File: config.mk
export PLATFORM = sky130hd
export DESIGN_NAME = sasr_regs
export DESIGN_NICKNAME = d
export VERILOG_FILES = /design/src/hdl/sasr_regs.v /design/src/hdl/sasr_sync2.v
export VERILOG_INCLUDE_DIRS = /design/src /design/src/include
export SDC_FILE = /design/constraint.sdc
export NUM_CORES = 1
export LEC_CHECK = 0
export BUFFER_PORTS_ARGS = -buffer_cell sky130_fd_sc_hd__buf_4
export CAP_MARGIN = 20
export CORE_MARGIN = 5
export CORE_UTILIZATION = 43
export CTS_BUF_LIST = sky130_fd_sc_hd__clkbuf_4 sky130_fd_sc_hd__clkbuf_8
export DETAILED_ROUTE_END_ITERATION = 10
export GPL_TIMING_DRIVEN = 0
export PLACE_DENSITY = 0.7
export SETUP_SLACK_MARGIN = 0.1
export SLEW_MARGIN = 20
export SYNTH_ARGS = -nofsm -noshare
export SYNTH_HDL_FRONTEND = slang
export SYNTH_HIERARCHICAL = 1
export SYNTH_SLANG_ARGS = --single-unit
File: constraint.sdc
create_clock -name sys_clk -period 1.05 [get_ports sys_clk]
set_input_delay 0.21 -clock sys_clk [delete_from_list [all_inputs] [get_ports sys_clk]]
set_output_delay 0.21 -clock sys_clk [all_outputs]
set_load 0.01 [all_outputs]
File: src/include/sasr_map.vh
`ifndef SASR_MAP_VH
`define SASR_MAP_VH

`define SASR_ADDR_PHASE_CTRL  8'h42
`define SASR_ADDR_SYNC_CTRL   8'h43
`define SASR_ADDR_HOST_RESET  8'h53

`define SASR_PHASE_ACK_BIT    7
`define SASR_HOST_RESET_BIT   5
`define SASR_OFFSET_LSB       0
`define SASR_OFFSET_MSB       3

`define SASR_PHASE_RESET      8'h00
`define SASR_SYNC_RESET       8'h00
`define SASR_OFFSET_ASYNC     4'h0

`endif

File: src/hdl/sasr_regs.v
// Summary of operation
// - In initiator mode the ACK pin is driven with the inverse of bit 7 of the phase control register.
// - Reading bit 7 of the phase control register returns the inverse of the ACK pin level.
// - The sync control register clears on bus reset low, device reset low, or a host/buffer reset write.
// - The low four bits of the sync control register give the offset count, one to 15 pairs.
`timescale 1ns/1ns
`include "sasr_map.vh"
module sasr_regs (
	input  wire       sys_clk,
	input  wire       resetn,
	input  wire       scsi_rst_n,
	input  wire       initiator_en,
	input  wire       ack_in,
	output reg        ack_out,
	output reg        ack_oe,
	input  wire [7:0] addr,
	input  wire [7:0] wdata,
	input  wire       wr,
	input  wire       rd,
	output reg  [7:0] rdata,
	output reg  [3:0] sync_offset,
	output reg        sync_enable
);
	wire       rst_n_sys;
	wire       bus_rst_n_s;
	wire       ack_in_s;
	reg  [7:0] bus_phase_control;
	reg  [7:0] sync_transfer_control;
	reg  [7:0] next_rdata;
	wire       host_reset;
	wire       clear_regs;

	// Reset release is synchronised; assertion stays asynchronous
	sasr_sync2 #(.WIDTH(1), .INIT(1'b0)) u_rst_sync (
		.clk    (sys_clk),
		.arst_n (resetn),
		.d      (1'b1),
		.q      (rst_n_sys)
	);

	// Bus reset and ACK pins pass through two synchroniser stages
	sasr_sync2 #(.WIDTH(2), .INIT(1'b1)) u_pin_sync (
		.clk    (sys_clk),
		.arst_n (rst_n_sys),
		.d      ({scsi_rst_n, ack_in}),
		.q      ({bus_rst_n_s, ack_in_s})
	);

	assign host_reset = wr && (addr == `SASR_ADDR_HOST_RESET) &&
		wdata[`SASR_HOST_RESET_BIT];
	assign clear_regs = !bus_rst_n_s || host_reset;

	always @(posedge sys_clk or negedge rst_n_sys) begin
		if (!rst_n_sys) begin
			bus_phase_control     <= `SASR_PHASE_RESET;
			sync_transfer_control <= `SASR_SYNC_RESET;
		end else if (clear_regs) begin
			bus_phase_control     <= `SASR_PHASE_RESET;
			sync_transfer_control <= `SASR_SYNC_RESET;
		end else if (wr) begin
			if (addr == `SASR_ADDR_PHASE_CTRL)
				bus_phase_control <= wdata;
			if (addr == `SASR_ADDR_SYNC_CTRL)
				sync_transfer_control <= wdata;
		end
	end

	always @* begin
		next_rdata = 8'h00;
		if (addr == `SASR_ADDR_PHASE_CTRL) begin
			next_rdata = bus_phase_control;
			// Bit 7 reflects the wire, not the stored value
			next_rdata[`SASR_PHASE_ACK_BIT] = ~ack_in_s;
		end else if (addr == `SASR_ADDR_SYNC_CTRL) begin
			next_rdata = sync_transfer_control;
		end
	end

	always @(posedge sys_clk or negedge rst_n_sys) begin
		if (!rst_n_sys) begin
			rdata       <= 8'h00;
			ack_out     <= 1'b1;
			ack_oe      <= 1'b0;
			sync_offset <= `SASR_OFFSET_ASYNC;
			sync_enable <= 1'b0;
		end else begin
			if (rd)
				rdata <= next_rdata;
			else
				rdata <= 8'h00;
			// Pin level is the inverse of the stored bit
			ack_out <= ~bus_phase_control[`SASR_PHASE_ACK_BIT];
			ack_oe  <= initiator_en;
			sync_offset <= sync_transfer_control[`SASR_OFFSET_MSB:
				`SASR_OFFSET_LSB];
			// Zero means asynchronous; 4 bits cannot express unlimited
			sync_enable <= |sync_transfer_control[`SASR_OFFSET_MSB:
				`SASR_OFFSET_LSB];
		end
	end
endmodule // sasr_regs

File: src/hdl/sasr_sync2.v
`timescale 1ns/1ns
module sasr_sync2 #(
	parameter          WIDTH = 1,
	parameter [0:0]    INIT  = 1'b0
) (
	input  wire             clk,
	input  wire             arst_n,
	input  wire [WIDTH-1:0] d,
	output reg  [WIDTH-1:0] q
);
	reg [WIDTH-1:0] meta;

	// The first stage feeds only the second stage
	always @(posedge clk or negedge arst_n) begin
		if (!arst_n) begin
			meta <= {WIDTH{INIT}};
			q    <= {WIDTH{INIT}};
		end else begin
			meta <= d;
			q    <= meta;
		end
	end
endmodule // sasr_sync2

==> out/results.txt <==
Period minus WS final = 1.157 ns
Yosys reg bits = 37
Crit. End Element = register
clock skew = 0.006370 ns
top sig layer = met4
first-pass GRT wire length = 7.231 mm
CP max FO = 8
run status = complete, but fails checks
Core Box Area = 3606 sq um
unrepaired setup endpoints after global routing = yes
H-tree depth = 2
ant diodes = 0
clk sink count = 37
total power = 2.730 mW
Congestion Overflow GR = 0
unique cell type count in the Yosys netlist = 23
critical path type = input port to register
Crit path arrival time = 1.38 ns
Setup WS post-layout = -0.1068 ns
type of origin of the critical path = input port
DR pass1 iterations = 4
sequential-to-total area share from yosys stat = 58.94%
synthesized area per cell = 11.46 sq um
worst skew pair latency = 0.29 ns
power density cells = 1130 nW/um^2
initial antenna violation count = 0
max frequency = 864.4 MHz
pin count of the biggest net entering global routing = 36
Port Buffers = 37
M1 WL = 1.665 mm
GRT Util Overall = 18.73%
Routed WL = 4.366 mm
Hold Violations, Final = 0
Max IR drop VDD = 0.6353 mV
final worst-path cycle share = 110.2%
row count = 22
min-delay src = scsi_rst_n
Switch Pwr = 0.6608 mW
final setup fails = 12
CTS Buf Count = 5
Die W = 70.65 microns
Synth area leader = dfrtp_1
yosys warns = 6
R2R setup slack = -0.02 ns
share of cells above drive strength 1 = 51.53%
CTS tree = built
failing checks = negative setup slack
post-route ant nets = 0
Synth Cell Area = 1582 sq um
Nets = 218
RR Endpoint = rdata[7]
Detailed Route Iter0 Violations = 71
most frequent cells in the layout = buf_4, dfrtp_1, nand4_1
Die H = 70.65 microns
Critical Path RT = 1.27 ns
clock root cell = clkbuf_8
full die area = 4991 sq um
clock buffer depth = 2
Post-Synthesis Cells = 138
ranking of synthesized cells by area = dfrtp_1, nand4_1, dfstp_2
Clock Pin Slew Worst Setup and Hold Paths = 0.07 ns
via density per instance = 5.852
Final Wtd Congestion = 0.7791
Max-Cap Viols = 0
LEAKAGE = 1.011 nW
post-DP HPWL = 2.822 mm
final slew viol count = 0
Reg2Reg Depth = 2
met2 WL = 2.252 mm
Area growth syn-to-layout = 52.77%
Worst Hold Class = input port to register
clock power share = 35.5%
io pins = 38
Net Sw Frac = 24.21%
most common cell after layout, fill and taps aside = buf_4
WL/cell = 17.89 microns
Final TNS setup = -0.4005 ns
initial core utilization = 43.86%
Flop pwr share = 54.1%
total vias in the final route = 1428
hold endpoint = u_pin_sync/meta[1]
met3 wire len = 313 microns
final routed DRC violation total = 0
Net Count, Synth = 161
Int Pwr = 2.069 mW
hold path cells = 1
Logic pwr share = 10.3%
RR Startpoint = u_pin_sync/q[0]
vias in the first global route = 1491
Yosys top cell area share = 50.63%
## power by group through the flow
stage | registers (mW) | logic [mW] | clock network [mW]
6_report | 1.48 | 0.282 | 0.970
5_1_grt | 1.48 | 0.301 | 1.05
4_1_cts | 1.48 | 0.266 | 0.985
3_5_place_dp | 1.50 | 0.209 | 0
3_3_place_gp | 1.50 | 0.201 | 0
2_1_floorplan | 1.50 | 0.0971 | 0
## kinds of logic after synthesis
logic type | Yosys count | share of synthesized area [%]
AO/OA/AOI/OAI | 41 | 17.80
AND/OR/NAND/NOR | 42 | 18.67
buffers and inverters | 17 | 4.352
flip-flops | 37 | 58.94
other | 1 | 0.2371
## synthesized netlist by cell type
library cell,n
dfrtp_1,32
nand4b_1,7
o31ai_4,1
nor3_1,1
nand4_1,24
and2_1,1
buf_2,4
a21oi_1,16
clkbuf_1,10
and4bb_1,1
inv_1,1
buf_1,2
nor2b_1,1
o31ai_1,16
nand2_1,1
a21boi_0,7
or4_1,2
conb_1,1
nand4bb_1,2
nand2b_1,1
dfstp_2,5
or3_1,1
a21boi_1,1
## registers in the layout, summed over array words and instances, names as in the netlist
| name | cells |
|---|---|
| u_rst_sync/q | 1 |
| bus_phase_control | 8 |
| rdata | 8 |
| sync_transfer_control | 8 |
| ack_out | 1 |
| sync_enable | 1 |
| sync_offset | 4 |
| u_pin_sync/q | 2 |
| ack_oe | 1 |
| u_pin_sync/meta | 2 |
| u_rst_sync/meta | 1 |
## worst max-delay path by stage
stage	startpoint	to	slack, ns	cells past startpoint
after global placement	addr[7]	bus_phase_control[6]	-0.45	6
after detailed placement	addr[7]	bus_phase_control[6]	-0.50	6
after floorplan	addr[4]	rdata[7]	-0.24	4
final	addr[4]	rdata[7]	-0.11	5
after CTS	addr[4]	rdata[7]	-0.1	5
after global routing	addr[4]	rdata[7]	-0.13	5
## worst max-delay path, stage by stage
cell      delay [ns]
buf_6           0.10
or3_4           0.37
buf_6           0.15
or4_1           0.39
a21boi_1        0.15
## routing by layer
metal | up-vias | GRT usage, %
met1 | 692 | 22.31
met3 | 14 | 5.540
met5 | - | 0
met2 | 74 | 30.77
li1 | 648 | -
met4 | 0 | 9.603
## per-stage QoR
step	std cells	instance area [sq um]	setup slack (ns)	utilization (%)	hold WS (ns)
finish	244	2416	-0.1068	67.00	0.01993
global route	244	2416	-0.1342	67.00	0.009177
CTS	240	2354	-0.09689	65.27	0.01868
detailed placement	223	1962	-0.4996	54.41	-0.006354
global placement	223	1962	-0.4452	54.41	-0.007493
floorplan	138	1624	-0.2439	-	-0.08559
## cell type report
type	count	area (sq um)
timing repair buffer	50	461.7
multi-input combinational	84	718.2
sequential	37	935.9
fill	266	1190
clock inverter	2	10.01
buffer	16	150.1
inverter	1	3.754
tap	48	60.06
clock buffer	6	76.32
## what timing repair did
action | 4_1_cts | 5_1_grt
resized for setup | 53 | 9
hold buffers | 1 | 0
setup buffers | 7 | 4
hold endpoints to repair | 2 | 0
endpoints found under the setup margin | 40 | 70
gates cloned | 1 | 0
pin swaps | 18 | 5
Note: power is estimated with default switching activity, not from simulation.
